==> src/logic/sfm_pkg.sv <==
// Package: register map, field layout, reset values and carrier types
`default_nettype none
package sfm_pkg;
  // Register byte offsets
  localparam logic [7:0] ADDR_CTRL     = 8'h00;
  localparam logic [7:0] ADDR_GAIN     = 8'h04;
  localparam logic [7:0] ADDR_IN_MON   = 8'h08;
  localparam logic [7:0] ADDR_OUT_MON  = 8'h0C;
  localparam logic [7:0] ADDR_EDGE     = 8'h10;
  localparam logic [7:0] ADDR_POS      = 8'h14;
  localparam logic [7:0] ADDR_IRQ_STAT = 8'h18;
  localparam logic [7:0] ADDR_IRQ_MASK = 8'h1C;
  localparam logic [7:0] ADDR_IN_POL   = 8'h20;
  localparam logic [7:0] ADDR_IN_DEB   = 8'h24;
  localparam logic [7:0] ADDR_OUT_INV  = 8'h28;
  localparam logic [7:0] ADDR_OUT_STAB = 8'h2C;

  // Control register fields
  localparam int CTRL_SCALE_BIT  = 0;
  localparam int CTRL_NOTICE_BIT = 1;
  localparam int CTRL_PHASE_BIT  = 2;
  localparam int CTRL_W          = 3;

  // Interrupt status and mask fields
  localparam int IRQ_NOTICE_BIT = 0;
  localparam int IRQ_WRAP_BIT   = 1;
  localparam int IRQ_ALARM_BIT  = 2;
  localparam int IRQ_W          = 3;

  localparam int IN_W   = 6;
  localparam int OUT_W  = 3;
  localparam int GAIN_W = 14;
  localparam int TMR_W  = 16;

  // Reset values
  localparam logic [CTRL_W-1:0] CTRL_RST     = 3'h0;
  localparam logic [GAIN_W-1:0] GAIN_RST     = 14'h2710;
  localparam logic [GAIN_W-1:0] GAIN_MAX     = 14'h2710;
  localparam logic [IN_W-1:0]   IN_POL_RST   = 6'h00;
  localparam logic [TMR_W-1:0]  IN_DEB_RST   = 16'h0000;
  localparam logic [OUT_W-1:0]  OUT_INV_RST  = 3'h0;
  localparam logic [TMR_W-1:0]  OUT_STAB_RST = 16'h0000;
  localparam logic [IRQ_W-1:0]  IRQ_MASK_RST = 3'h0;

  // Character sent on completion
  localparam logic [7:0] END_CHAR = 8'h21;

  // Conditioned control inputs, alarm clear in bit 0
  typedef struct packed {
    logic jog;
    logic jog_dir;
    logic integration_off;
    logic hold;
    logic emergency_stop;
    logic alarm_clear;
  } sfm_in_s;

  // Internal output states, in-operation in bit 0
  typedef struct packed {
    logic in_position;
    logic driver_ready;
    logic in_operation;
  } sfm_out_s;

  typedef enum logic [2:0] {
    CN_IDLE = 3'b001,
    CN_HOLD = 3'b010,
    CN_SEND = 3'b100
  } sfm_cn_e;
endpackage
`default_nettype wire

==> src/logic/sfm_sync.sv <==
// Three-stage pin synchroniser; a change is taken once stages two and three agree
`timescale 1ns/1ps
`default_nettype none
module sfm_sync #(
  parameter int W = 1
) (
  input  wire logic         clk,
  input  wire logic         rst_b,
  input  wire logic [W-1:0] pin,
  output var  logic [W-1:0] q
);
  logic [W-1:0] s1;
  logic [W-1:0] s2;
  logic [W-1:0] s3;

  if (W < 1) begin : g_chk
    $error("sfm_sync width must be at least one");
  end

  always_ff @(posedge clk) begin
    if (!rst_b) begin
      s1 <= '0;
      s2 <= '0;
      s3 <= '0;
      q  <= '0;
    end else begin
      s1 <= pin;
      s2 <= s1;
      s3 <= s2;
      q  <= (s2 & s3) | (q & (s2 | s3));
    end
  end
endmodule
`default_nettype wire

==> src/logic/sfm_top.sv <==
// Servo feedback, completion notice and function monitor block with APB
// Function
// RQ1: Scale direction picks position count sense
// RQ2: Scale direction leaves limits, feedback phase alone
// RQ3: Completion notice off by default, on sends
// RQ4: Notice is the single character exclamation
// RQ5: Notice waits until line entry finishes
// RQ6: Input monitors show inverted, debounced state
// RQ7: Output monitors precede stability timer, inversion
// RQ8: Alarm, stop, hold, integration monitors: one active
// RQ9: Jog direction monitor: zero plus, one minus
// RQ10: Jog monitor: one accelerate, zero decelerate
// RQ11: Busy one running; ready zero under alarm
// RQ12: In-position one only when done and held
// RQ13: Phase order selects A or B lead
// RQ14: Gain 0 to 1.0000; zero disables path
// RQ15: Edge counter counts every A/B edge
// RQ16: Signed 32-bit counter; writing zero clears
// RQ17: Count follows direction, wraps two's complement
//
// Chosen here: the APB slave port and the register offsets.
`timescale 1ns/1ps
`default_nettype none
module sfm_top #(
  parameter int CMD_W = 16
) (
  input  wire logic                       clk,
  input  wire logic                       rst_b,
  input  wire logic                       psel,
  input  wire logic                       penable,
  input  wire logic                       pwrite,
  input  wire logic [7:0]                 paddr,
  input  wire logic [31:0]                pwdata,
  output var  logic [31:0]                prdata,
  output var  logic                       pready,
  output var  logic                       pslverr,
  output var  logic                       irq,
  input  wire logic [sfm_pkg::IN_W-1:0]   in_pins,
  input  wire logic                       op_busy,
  input  wire logic                       drv_normal,
  input  wire logic                       pos_settled,
  input  wire logic                       target_held,
  output var  logic [sfm_pkg::OUT_W-1:0]  out_pins,
  input  wire logic                       move_step,
  input  wire logic                       move_ccw,
  output var  logic                       phase_a,
  output var  logic                       phase_b,
  input  wire logic signed [CMD_W-1:0]    ff_cmd,
  output var  logic signed [31:0]         ff_out,
  output var  logic                       ff_active,
  input  wire logic                       op_done,
  input  wire logic                       line_editing,
  output var  logic                       tx_valid,
  output var  logic [7:0]                 tx_data,
  input  wire logic                       tx_ready
);
  localparam int IN_W  = sfm_pkg::IN_W;
  localparam int OUT_W = sfm_pkg::OUT_W;
  localparam int TW    = sfm_pkg::TMR_W;

  if (CMD_W < 2 || CMD_W > 17) begin : g_chk
    $error("sfm_top CMD_W must lie in 2..17");
  end

  logic [sfm_pkg::CTRL_W-1:0] ctrl;
  logic [sfm_pkg::GAIN_W-1:0] ff_gain;
  logic [IN_W-1:0]            in_pol;
  logic [TW-1:0]              in_deb;
  logic [OUT_W-1:0]           out_inv;
  logic [TW-1:0]              out_stab;
  logic [sfm_pkg::IRQ_W-1:0]  irq_stat;
  logic [sfm_pkg::IRQ_W-1:0]  irq_mask;
  logic signed [31:0]         edge_cnt;
  logic signed [31:0]         position;
  logic [1:0]                 quad;
  sfm_pkg::sfm_in_s           in_mon;
  sfm_pkg::sfm_out_s          out_mon;
  sfm_pkg::sfm_out_s          out_state;
  sfm_pkg::sfm_cn_e           cn_state;
  sfm_pkg::sfm_cn_e           next_cn_state;
  logic [IN_W-1:0]            in_sync;
  logic [OUT_W-1:0]           out_held;

  wire scale_dir  = ctrl[sfm_pkg::CTRL_SCALE_BIT];
  wire notice_en  = ctrl[sfm_pkg::CTRL_NOTICE_BIT];
  wire phase_ord  = ctrl[sfm_pkg::CTRL_PHASE_BIT];

  // APB decode; a request is taken at the edge where pready is high
  wire acc      = psel & penable;
  wire take     = acc & pready;
  wire wr       = take & pwrite;
  wire a_ctrl   = (paddr == sfm_pkg::ADDR_CTRL);
  wire a_gain   = (paddr == sfm_pkg::ADDR_GAIN);
  wire a_inmon  = (paddr == sfm_pkg::ADDR_IN_MON);
  wire a_outmon = (paddr == sfm_pkg::ADDR_OUT_MON);
  wire a_edge   = (paddr == sfm_pkg::ADDR_EDGE);
  wire a_pos    = (paddr == sfm_pkg::ADDR_POS);
  wire a_istat  = (paddr == sfm_pkg::ADDR_IRQ_STAT);
  wire a_imask  = (paddr == sfm_pkg::ADDR_IRQ_MASK);
  wire a_inpol  = (paddr == sfm_pkg::ADDR_IN_POL);
  wire a_indeb  = (paddr == sfm_pkg::ADDR_IN_DEB);
  wire a_outinv = (paddr == sfm_pkg::ADDR_OUT_INV);
  wire a_stab   = (paddr == sfm_pkg::ADDR_OUT_STAB);
  wire a_ro     = a_inmon | a_outmon | a_pos;
  wire a_rw     = a_ctrl | a_gain | a_edge | a_istat | a_imask | a_inpol
                | a_indeb | a_outinv | a_stab;
  wire gain_bad = a_gain & (pwdata > 32'(sfm_pkg::GAIN_MAX));
  wire next_err = !(a_ro | a_rw) | (pwrite & a_ro) | (pwrite & gain_bad);

  logic [31:0] rd_mux;
  always_comb begin
    rd_mux = 32'h0000_0000;
    if (a_ctrl) begin
      rd_mux = 32'(ctrl);
    end else if (a_gain) begin
      rd_mux = 32'(ff_gain);
    end else if (a_inmon) begin
      rd_mux = 32'(in_mon);
    end else if (a_outmon) begin
      rd_mux = 32'(out_mon);
    end else if (a_edge) begin
      rd_mux = edge_cnt;
    end else if (a_pos) begin
      rd_mux = position;
    end else if (a_istat) begin
      rd_mux = 32'(irq_stat);
    end else if (a_imask) begin
      rd_mux = 32'(irq_mask);
    end else if (a_inpol) begin
      rd_mux = 32'(in_pol);
    end else if (a_indeb) begin
      rd_mux = 32'(in_deb);
    end else if (a_outinv) begin
      rd_mux = 32'(out_inv);
    end else if (a_stab) begin
      rd_mux = 32'(out_stab);
    end
  end

  always_ff @(posedge clk) begin
    if (!rst_b) begin
      pready  <= 1'b0;
      pslverr <= 1'b0;
      prdata  <= 32'h0000_0000;
    end else begin
      pready  <= acc & !pready;
      pslverr <= acc & !pready & next_err;
      if (acc & !pready) begin
        prdata <= pwrite ? 32'h0000_0000 : rd_mux;
      end
    end
  end

  // Configuration registers
  always_ff @(posedge clk) begin
    if (!rst_b) begin
      ctrl     <= sfm_pkg::CTRL_RST;
      ff_gain  <= sfm_pkg::GAIN_RST;
      in_pol   <= sfm_pkg::IN_POL_RST;
      in_deb   <= sfm_pkg::IN_DEB_RST;
      out_inv  <= sfm_pkg::OUT_INV_RST;
      out_stab <= sfm_pkg::OUT_STAB_RST;
      irq_mask <= sfm_pkg::IRQ_MASK_RST;
    end else if (wr) begin
      if (a_ctrl) ctrl <= pwdata[sfm_pkg::CTRL_W-1:0];
      if (a_gain && !gain_bad) ff_gain <= pwdata[sfm_pkg::GAIN_W-1:0];
      if (a_inpol) in_pol <= pwdata[IN_W-1:0];
      if (a_indeb) in_deb <= pwdata[TW-1:0];
      if (a_outinv) out_inv <= pwdata[OUT_W-1:0];
      if (a_stab) out_stab <= pwdata[TW-1:0];
      if (a_imask) irq_mask <= pwdata[sfm_pkg::IRQ_W-1:0];
    end
  end

  // Input conditioning: synchronise, invert, then debounce
  sfm_sync #(.W(IN_W)) u_sync (
    .clk   (clk),
    .rst_b (rst_b),
    .pin   (in_pins),
    .q     (in_sync)
  );

  wire [IN_W-1:0] in_cand = in_sync ^ in_pol;
  logic [TW-1:0] deb_cnt [IN_W];

  for (genvar i = 0; i < IN_W; i++) begin : g_deb
    always_ff @(posedge clk) begin
      if (!rst_b) begin
        deb_cnt[i] <= '0;
        in_mon[i]  <= 1'b0;
      end else if (in_cand[i] == in_mon[i]) begin
        deb_cnt[i] <= '0;
      end else if (deb_cnt[i] >= in_deb) begin
        deb_cnt[i] <= '0;
        in_mon[i]  <= in_cand[i]; // see RQ6 see RQ8 see RQ9 see RQ10
      end else begin
        deb_cnt[i] <= deb_cnt[i] + 1'b1;
      end
    end
  end

  // Output monitors take the raw state; pins add stability and inversion
  always_comb begin
    out_state              = '0;
    out_state.in_operation = op_busy; // see RQ11
    out_state.driver_ready = drv_normal; // see RQ11
    out_state.in_position  = pos_settled & target_held; // see RQ12
  end

  logic [TW-1:0] stab_cnt [OUT_W];

  for (genvar j = 0; j < OUT_W; j++) begin : g_stab
    always_ff @(posedge clk) begin
      if (!rst_b) begin
        stab_cnt[j] <= '0;
        out_held[j] <= 1'b0;
      end else if (out_mon[j] == out_held[j]) begin
        stab_cnt[j] <= '0;
      end else if (stab_cnt[j] >= out_stab) begin
        stab_cnt[j] <= '0;
        out_held[j] <= out_mon[j];
      end else begin
        stab_cnt[j] <= stab_cnt[j] + 1'b1;
      end
    end
  end

  always_ff @(posedge clk) begin
    if (!rst_b) begin
      out_mon  <= '0;
      out_pins <= '0;
    end else begin
      out_mon  <= out_state; // see RQ7
      out_pins <= out_held ^ out_inv; // see RQ7
    end
  end

  // Position scale, feedback quadrature and edge counter
  wire       pos_up   = move_ccw ~^ scale_dir;
  wire [1:0] next_quad = move_step ? (move_ccw ? quad - 2'h1 : quad + 2'h1)
                                   : quad;
  wire       q_lead   = next_quad[1] ^ next_quad[0];
  wire       q_lag    = next_quad[1];
  wire       clr_edge = wr & a_edge;
  wire       wrap_ev  = move_step & !clr_edge &
                        (move_ccw ? (edge_cnt == 32'sh8000_0000)
                                  : (edge_cnt == 32'sh7FFF_FFFF));

  always_ff @(posedge clk) begin
    if (!rst_b) begin
      position <= 32'sh0000_0000;
      quad     <= 2'h0;
      phase_a  <= 1'b0;
      phase_b  <= 1'b0;
      edge_cnt <= 32'sh0000_0000;
    end else begin
      if (move_step) begin
        position <= pos_up ? position + 32'sh1 : position - 32'sh1; // see RQ1
      end
      quad    <= next_quad; // see RQ2
      phase_a <= phase_ord ? q_lag : q_lead; // see RQ13
      phase_b <= phase_ord ? q_lead : q_lag; // see RQ13
      if (clr_edge) begin
        edge_cnt <= pwdata; // see RQ16
      end else if (move_step) begin
        edge_cnt <= move_ccw ? edge_cnt - 32'sh1 : edge_cnt + 32'sh1; // see RQ15 see RQ17
      end
    end
  end

  // Feed-forward: output in units of command times 1/10000
  wire signed [31:0] ff_prod = 32'(ff_cmd) * 32'($signed({1'b0, ff_gain}));

  always_ff @(posedge clk) begin
    if (!rst_b) begin
      ff_out    <= 32'sh0000_0000;
      ff_active <= 1'b0;
    end else begin
      ff_out    <= (ff_gain == '0) ? 32'sh0000_0000 : ff_prod; // see RQ14
      ff_active <= (ff_gain != '0); // see RQ14
    end
  end

  // Completion notice sequencer
  always_comb begin
    next_cn_state = cn_state;
    case (cn_state)
      sfm_pkg::CN_IDLE: begin
        if (op_done && notice_en) begin // see RQ3
          next_cn_state = line_editing ? sfm_pkg::CN_HOLD : sfm_pkg::CN_SEND;
        end
      end
      sfm_pkg::CN_HOLD: begin
        if (!line_editing) next_cn_state = sfm_pkg::CN_SEND; // see RQ5
      end
      sfm_pkg::CN_SEND: begin
        if (tx_ready) next_cn_state = sfm_pkg::CN_IDLE;
      end
      default: next_cn_state = sfm_pkg::CN_IDLE;
    endcase
  end

  wire sent_ev  = tx_valid & tx_ready;
  wire alarm_ev = out_mon.driver_ready & !out_state.driver_ready;
  wire [sfm_pkg::IRQ_W-1:0] irq_set = {alarm_ev, wrap_ev, sent_ev};
  wire [sfm_pkg::IRQ_W-1:0] irq_clr =
    (wr & a_istat) ? pwdata[sfm_pkg::IRQ_W-1:0] : '0;
  wire [sfm_pkg::IRQ_W-1:0] next_irq_stat = (irq_stat & ~irq_clr) | irq_set;

  always_ff @(posedge clk) begin
    if (!rst_b) begin
      cn_state <= sfm_pkg::CN_IDLE;
      tx_valid <= 1'b0;
      tx_data  <= 8'h00;
      irq_stat <= '0;
      irq      <= 1'b0;
    end else begin
      cn_state <= next_cn_state;
      tx_valid <= (next_cn_state == sfm_pkg::CN_SEND);
      tx_data  <= sfm_pkg::END_CHAR; // see RQ4
      irq_stat <= next_irq_stat;
      irq      <= |(next_irq_stat & irq_mask);
    end
  end

  // Checks
  AST_POS_DIR: assert property (@(posedge clk) disable iff (!rst_b) // see RQ1
    move_step |=> position == $past(position) +
      (($past(move_ccw) == $past(scale_dir)) ? 32'sh1 : -32'sh1))
    else $error("position moved the wrong way");
  AST_PHASE_STILL: assert property (@(posedge clk) disable iff (!rst_b) // see RQ2
    !move_step && $stable(phase_ord) |=> $stable({phase_a, phase_b}))
    else $error("feedback phase moved without a step");
  AST_NO_NOTICE: assert property (@(posedge clk) disable iff (!rst_b) // see RQ3
    (cn_state == sfm_pkg::CN_IDLE && !notice_en) |=> !tx_valid)
    else $error("notice sent while disabled");
  AST_END_CHAR: assert property (@(posedge clk) disable iff (!rst_b) // see RQ4
    tx_valid |-> tx_data == 8'h21)
    else $error("wrong completion character");
  AST_WAIT_LINE: assert property (@(posedge clk) disable iff (!rst_b) // see RQ5
    $rose(tx_valid) |-> !$past(line_editing))
    else $error("notice sent during line entry");
  AST_OUT_MON: assert property (@(posedge clk) disable iff (!rst_b) // see RQ7
    ##1 out_mon.in_position == $past(pos_settled & target_held))
    else $error("in-position monitor mismatch");
  AST_FF_ZERO: assert property (@(posedge clk) disable iff (!rst_b) // see RQ14
    ff_gain == '0 |=> ff_out == 32'sh0 && !ff_active)
    else $error("feed-forward active at zero gain");
  AST_GAIN_MAX: assert property (@(posedge clk) disable iff (!rst_b) // see RQ14
    ff_gain <= 14'h2710)
    else $error("gain above one");
  AST_EDGE_CNT: assert property (@(posedge clk) disable iff (!rst_b) // see RQ17
    move_step && !clr_edge |=> edge_cnt == $past(edge_cnt) +
      ($past(move_ccw) ? -32'sh1 : 32'sh1))
    else $error("edge counter step wrong");
  AST_EDGE_CLR: assert property (@(posedge clk) disable iff (!rst_b) // see RQ16
    clr_edge && pwdata == 32'h0 |=> edge_cnt == 32'sh0)
    else $error("edge counter not cleared");

  COV_NOTICE: cover property (@(posedge clk) disable iff (!rst_b)
    sent_ev);
  COV_HELD: cover property (@(posedge clk) disable iff (!rst_b)
    cn_state == sfm_pkg::CN_HOLD ##1 cn_state == sfm_pkg::CN_SEND);
  COV_WRAP: cover property (@(posedge clk) disable iff (!rst_b)
    wrap_ev);
  COV_IRQ: cover property (@(posedge clk) disable iff (!rst_b)
    $rose(irq));
endmodule
`default_nettype wire

==> config.mk <==
export PLATFORM = sky130hd
export DESIGN_NAME = sfm_top
export DESIGN_NICKNAME = d
export VERILOG_FILES = /design/src/logic/sfm_pkg.sv /design/src/logic/sfm_sync.sv /design/src/logic/sfm_top.sv
export SDC_FILE = /design/constraint.sdc
export NUM_CORES = 2
export LEC_CHECK = 0
export BUFFER_PORTS_ARGS = -buffer_cell sky130_fd_sc_hd__buf_2
export CORE_UTILIZATION = 61
export DETAILED_ROUTE_END_ITERATION = 12
export GPL_TIMING_DRIVEN = 0
export PLACE_DENSITY = 0.75
export SETUP_SLACK_MARGIN = 0.05
export SLEW_MARGIN = 20
export SYNTH_ARGS = -nofsm -noshare
export SYNTH_HDL_FRONTEND = slang
export SYNTH_SLANG_ARGS = --single-unit
==> constraint.sdc <==
create_clock -name clk -period 19.07 [get_ports clk]
set_clock_uncertainty 0.15 [all_clocks]
set_input_delay 0.9535 -clock clk [delete_from_list [all_inputs] [get_ports clk]]
set_output_delay 0.9535 -clock clk [all_outputs]
set_load 0.01 [all_outputs]
== Word level (Yosys, flattened, before mapping) ==
Memory sizes are Yosys's and may differ from the RTL's.
Index checks and enable logic that the tools add are counted.

* Bits in registers: 251
* Memory bits (writable): 144
* Bits of input ports: 76
* Output and inout bits: 82
* Logic and storage cells: 355
* Memories kept: 2

{| class="wikitable"
|+ Memories
! memory !! words !! width !! rd ports !! clocked after memory_dff !! wr ports !! line !! RTL
|-
| deb_cnt || 6 || 16 || 6 || 0 || 6 || sfm_top.sv:184 || <nowiki>logic [TW-1:0] deb_cnt [IN_W];</nowiki>
|-
| stab_cnt || 3 || 16 || 3 || 0 || 3 || sfm_top.sv:210 || <nowiki>logic [TW-1:0] stab_cnt [OUT_W];</nowiki>
|}

* $add $sub $neg: 15
* $mul: 1
* $lt $le $gt $ge: 10
* Equal/unequal tests: 26
* Multiplexer cells: 156
* Bitwise gates (word level): 77
* Reduce and logical (&&, ||, !) cells: 29

{| class="wikitable"
|+ Operator list
! operator !! count
|-
| $mux W16 || 33
|-
| $mux W32 || 11
|-
| $add A16 B1 Y16 const B || 9
|-
| $ge A16 B16 Y1 || 9
|-
| $mux W1 || 103
|-
| $add A32 B2 Y32 const B || 2
|-
| $eq A32 B32 Y1 const B || 2
|-
| $sub A32 B2 Y32 const B || 2
|-
| $or A1 B1 Y1 || 40
|-
| $eq A8 B5 Y1 const B || 4
|-
| $eq A8 B6 Y1 const B || 4
|-
| $gt A32 B14 Y1 const B || 1
|-
| $reduce_and A2 Y1 || 16
|-
| $mul A16 B15 Y31 || 1
|-
| $eq A8 B4 Y1 const B || 2
|-
| $and A1 B1 Y1 || 15
|-
| $mux W3 || 5
|-
| $logic_not A14 Y1 || 1
|-
| $reduce_bool A14 Y1 || 1
|-
| $and A6 B6 Y6 || 2
|-
| $or A6 B6 Y6 || 2
|-
| $not A1 Y1 || 10
|-
| $eq A1 B1 Y1 || 9
|-
| $pmux W3 S3 || 1
|-
| other kinds (21) || 29
|}

== Longest topological paths before layout ==
* Depth after elaboration: 14
* Gate-level depth with buffers: 25
* Depth with buffers taken out: 23

== By module ==
A second synthesis with hierarchy kept.

* Cells, all modules: 3,561
* Area total of the unflattened synthesis: 31,596.6 µm²

{| class="wikitable"
|+ Modules (own cells, without submodules)
! module !! instances !! cells each !! area an instance (µm²) !! seq. area each (µm²)
|-
| sfm_top || 1 || 3,499 || 30,885.9 || 8,708.4
|-
| sfm_sync || 1 || 62 || 710.7 || 480.5
|}

== Worst setup path before layout ==
OpenSTA, ideal clock, no wires.

* Path type: input to register
* From: input port ff_cmd[15]
* To: register ff_out[29]
* Setup time: 0.120 ns
* Data arrival time: 6.431 ns
* Required time: 18.800 ns
* Setup slack: 12.369 ns
* Stages on the path: 18
* Path buffers: 1
* Path through: clkbuf_1 and2_1 fa_1 fa_1 fa_1 fa_1 fa_1 inv_1 fa_1 inv_1 ha_1 a21o_1 a31oi_1 a21oi_1 o21a_1 a311oi_2 nor4_1 a211o_1

* Longest elaborated chain between the ends: 1

{| class="wikitable"
|+ RTL lines
! item !! line !! RTL
|-
| start, declared || sfm_top.sv:48 || <nowiki>input wire logic signed [CMD_W-1:0] ff_cmd,</nowiki>
|-
| $mul A16 B15 Y31 || sfm_top.sv:272 || <nowiki>wire signed [31:0] ff_prod = 32'(ff_cmd) * 32'($signed({1'b0, ff_gain}));</nowiki>
|-
| end signal, assigned || sfm_top.sv:279 || <nowiki>ff_out <= (ff_gain == '0) ? 32'sh0000_0000 : ff_prod;</nowiki>
|-
| end, declared || sfm_top.sv:49 || <nowiki>output var logic signed [31:0] ff_out,</nowiki>
|}

No other way between the ends.
A chain may end at the register's enable or synchronous reset.

== Worst setup path after layout ==
* From: register ff_gain[3] (netlist name)
* To: register ff_out[30]

* Longest elaborated chain between the ends: 2
* Elaborated cells between the ends (all ways): 3
* Classes of those cells: mul: 1; reduce/logical: 2

{| class="wikitable"
|+ RTL lines
! item !! line !! RTL
|-
| start, declared || sfm_top.sv:66 || <nowiki>logic [sfm_pkg::GAIN_W-1:0] ff_gain;</nowiki>
|-
| start signal, assigned || sfm_top.sv:158 || <nowiki>ff_gain <= sfm_pkg::GAIN_RST;</nowiki>
|-
| start signal, assigned || sfm_top.sv:166 || <nowiki>if (a_gain && !gain_bad) ff_gain <= pwdata[sfm_pkg::GAIN_W-1:0];</nowiki>
|-
| branches (longest 2 deep; another with $mul A16 B15 Y31) || - ||
|}

Parallel ways; which one is timed is not known.

==> impl_metrics.toml <==
[status]
status = "complete, no violations"

[final_layout]
layout-area-overhead-vs-synth_pct = 11.5
layout.cell_area.non_filler_um2 = 35300
drive_above_1_share = 0.0697
multiInputGateArea_um2 = 21100
non_filler_instances = 4597
area_used_by_sequential_logic_in_the_layout_um2 = 9190
final_nets = 4467
num-fill-cells = 4254
antennaDiodeCount = 0

[synthesis]
synth_seq_cells = 387
yosys_warnings = 0
netlist.area_leader.share = 0.154
synthFlopType = "sky130_fd_sc_hd__dfxtp_1"
synthArstFlopShare = 0
synthTopCellsByCount = "sky130_fd_sc_hd__nor2_1, sky130_fd_sc_hd__inv_1, sky130_fd_sc_hd__ha_1"
synthDistinctLibCells = 90
syn-instance-count = 3541
synth.cell_area_um2 = 31700
synth_top_cell_by_area = "sky130_fd_sc_hd__dfxtp_1"
syn-mean-instance-area_um2 = 8.95
synth.top_cells.by_area = "sky130_fd_sc_hd__dfxtp_1, sky130_fd_sc_hd__fa_1, sky130_fd_sc_hd__edfxtp_1, sky130_fd_sc_hd__ha_1, sky130_fd_sc_hd__nor2_1"
post_synthesis_sequential_area_ratio = 0.290
post_synth_edffs = 144
yosysMostFrequentCell = "sky130_fd_sc_hd__nor2_1"

[clocking]
clkTransAtPathRegs_ns = 0.06
cts_num_sinks = 387
cts_max_path_buffers = 3
clock_latency_ns = 0.61
cts_inserted_buffers = 45
root_buffer = "sky130_fd_sc_hd__clkbuf_16"
ctsHtreeMaxLevel = 2
ctsResizeCount = 0
postCtsHoldBufs = 0
cts.repair_timing.setup_buffer_count = 0
cts_tree = "built"

[floorplanning]
top_level_port_count = 158
die-area_um2 = 52900
rows = 83
floorplan.core_area_um2 = 51300
die_x_um = 230
initial_utilization = 0.618
die_y_um = 230

[pwr]
worst_ir_drop_vdd_uv = 88.9
combPwrFrac = 0.363
power.static_leakage_nw = 15.7
power_per_unit_of_standard_cell_area_nw_per_um2 = 81.4
power.share.sequential = 0.335
p_total_mw = 2.88
clock_power_share = 0.302
netSwitchingFraction = 0.355
power_report.internal_total_mw = 1.86
switching_power_mw = 1.02

[setup_path]
r2r_cells = 19
setup_crit_start_kind = "register"
crit_path_start = "ff_gain[3]$_SDFFE_PN0P_"
worstPathArrival_ns = 7.84
cp-end-kind = "register"
criticalPathCategory = "reg -> reg"
critical_path.reg2reg.endpoint = "ff_out[30]$_SDFF_PP0_"
timing.critical_path.fanout_max = 10
worstSetupEndpoint = "ff_out[30]$_SDFF_PP0_"
ff2ff_setup_slack_ns = 11.55
regToRegStartpoint = "ff_gain[3]$_SDFFE_PN0P_"
required_worst_endpoint_ns = 19.40

[timing]
hold-worst-slack_ns = 0.282
summed_negative_setup_slack_over_all_endpoints_ns = 0
rsz0062_at_grt = "no"
maxClockFrequency_mhz = 133
min_period_over_period = 0.394
final_hold_viol_count = 0
tightestPinTransition_ns = 1.03
finalCriticalPeriod_ns = 7.52
worst_slew_margin_rel = 0.310
timing.final.max_slew_violations = 0
final-setup-viol-count = 0

[routing]
violation_count_after_the_first_detailed_routing_iteration = 1966
ant_nets = 0
post_route_drc = 0
via_count = 26392
route.detailed.wl_per_inst_um = 18.8
vias_per_cell = 5.74
detailedRoute.firstPassIterationCount = 8
routed_wirelength_mm = 86.3

[grt]
globalRoute.totalOverflow = 0
gr-usage-all-layers = 0.328
first_global_vias = 25298
antenna_violations_before_repair = 2
grt_pass1_wl_mm = 136
pin_count_of_the_biggest_net_entering_global_routing = 37

[min_path]
hold_path.class = "reg -> reg"

[place]
gp_congestion = 1.01
place.detailed.hpwl_mm = 66.4
dpl_cell_area_um2 = 33900
post-place-cells = 4516
place.port_buffers = 146

[job]
maxCapViolCount = 0
## how the worst min path moves through the flow
stage / end / startpoint / cells after the start / slack [ns]
finish: u_sync.s2[4]$_SDFF_PN0_ / u_sync.s1[4]$_SDFF_PN0_ / 1 / 0.28
global placement: u_sync.s2[1]$_SDFF_PN0_ / u_sync.s1[1]$_SDFF_PN0_ / 1 / 0.27
CTS: u_sync.s2[4]$_SDFF_PN0_ / u_sync.s1[4]$_SDFF_PN0_ / 1 / 0.28
floorplan: u_sync.s2[0]$_SDFF_PN0_ / u_sync.s1[0]$_SDFF_PN0_ / 1 / 0.26
detailed placement: u_sync.s2[4]$_SDFF_PN0_ / u_sync.s1[4]$_SDFF_PN0_ / 1 / 0.27
global route: u_sync.s2[3]$_SDFF_PN0_ / u_sync.s1[3]$_SDFF_PN0_ / 1 / 0.30
## logic make-up after synthesis
family,after synthesis,share of synthesized area
other,2,0.000237
multiplexers,63,0.0207
flip-flops,387,0.290
adder cells (fa/ha/maj),508,0.253
XOR/XNOR,224,0.0619
AO/OA/AOI/OAI,625,0.128
AND/OR/NAND/NOR,1219,0.184
buffers and inverters,513,0.0626
## through the flow
step	setup slack, ns	utilization
final	11.55	0.689
after global routing	11.11	0.689
after CTS	11.49	0.689
after detailed placement	11.29	0.660
after global placement	11.31	0.659
after floorplan	12.37	-
## sequential cells by signal, indices dropped and copies added (netlist names), 6 cells and up
register,cells
in_deb,16
stab_cnt,48
ff_out,31
position,32
u_sync.s3,6
in_mon,6
out_stab,16
prdata,32
in_pol,6
u_sync.q,6
u_sync.s2,6
deb_cnt,96
u_sync.s1,6
ff_gain,14
edge_cnt,32
## cells in the final DEF, fill, tap and decap left out, drive strengths merged, types with 172 or more instances in the layout
cell type,n
a21oi,228
and2,172
buf,177
clkbuf,182
dfxtp,243
fa,220
ha,288
inv,370
nand2,283
nor2,383
## critical path: stages (launching register included)
cell and delay, ns:
sky130_fd_sc_hd__dfxtp_1 0.31, sky130_fd_sc_hd__clkbuf_1 0.52, sky130_fd_sc_hd__clkbuf_1 0.50, sky130_fd_sc_hd__and2_1 0.33
sky130_fd_sc_hd__fa_1 0.50, sky130_fd_sc_hd__fa_1 0.96, sky130_fd_sc_hd__fa_1 0.53, sky130_fd_sc_hd__fa_1 0.48
sky130_fd_sc_hd__fa_1 0.54, sky130_fd_sc_hd__inv_1 0.05, sky130_fd_sc_hd__fa_1 0.49, sky130_fd_sc_hd__inv_1 0.04
sky130_fd_sc_hd__ha_1 0.35, sky130_fd_sc_hd__and3_1 0.28, sky130_fd_sc_hd__nand3_1 0.10, sky130_fd_sc_hd__o32ai_1 0.52
sky130_fd_sc_hd__o211ai_1 0.27, sky130_fd_sc_hd__a31oi_1 0.26, sky130_fd_sc_hd__xnor2_1 0.14, sky130_fd_sc_hd__nor2_1 0.05
## power groups by stage
stage / Clock [mW] / Sequential (mW) / Combinational [mW]
after floorplan: 0 / 0.974 / 0.797
after global placement: 0 / 0.977 / 1.01
after detailed placement: 0 / 0.979 / 1.03
after CTS: 0.881 / 0.961 / 1.04
after global routing: 0.912 / 0.968 / 1.18
final: 0.869 / 0.963 / 1.05
## routing by layer
metal,global-route usage,part of all wire,wire length [µm]
met1,0.441,0.42,36300
met2,0.522,0.45,38900
met3,0.0634,0.086,7440
met4,0.130,0.041,3570
met5,0,0.00031,27
## cell type report
type	count	area share
Tap cell	680	0.0241
Multi-Input combinational cell	2789	0.597
Inverter	365	0.0388
Sequential cell	387	0.260
Timing Repair Buffer	147	0.0215
Buffer	148	0.0174
Clock inverter	17	0.00478
Clock buffer	64	0.0369
Note: power is estimated with default switching activity, not from simulation.
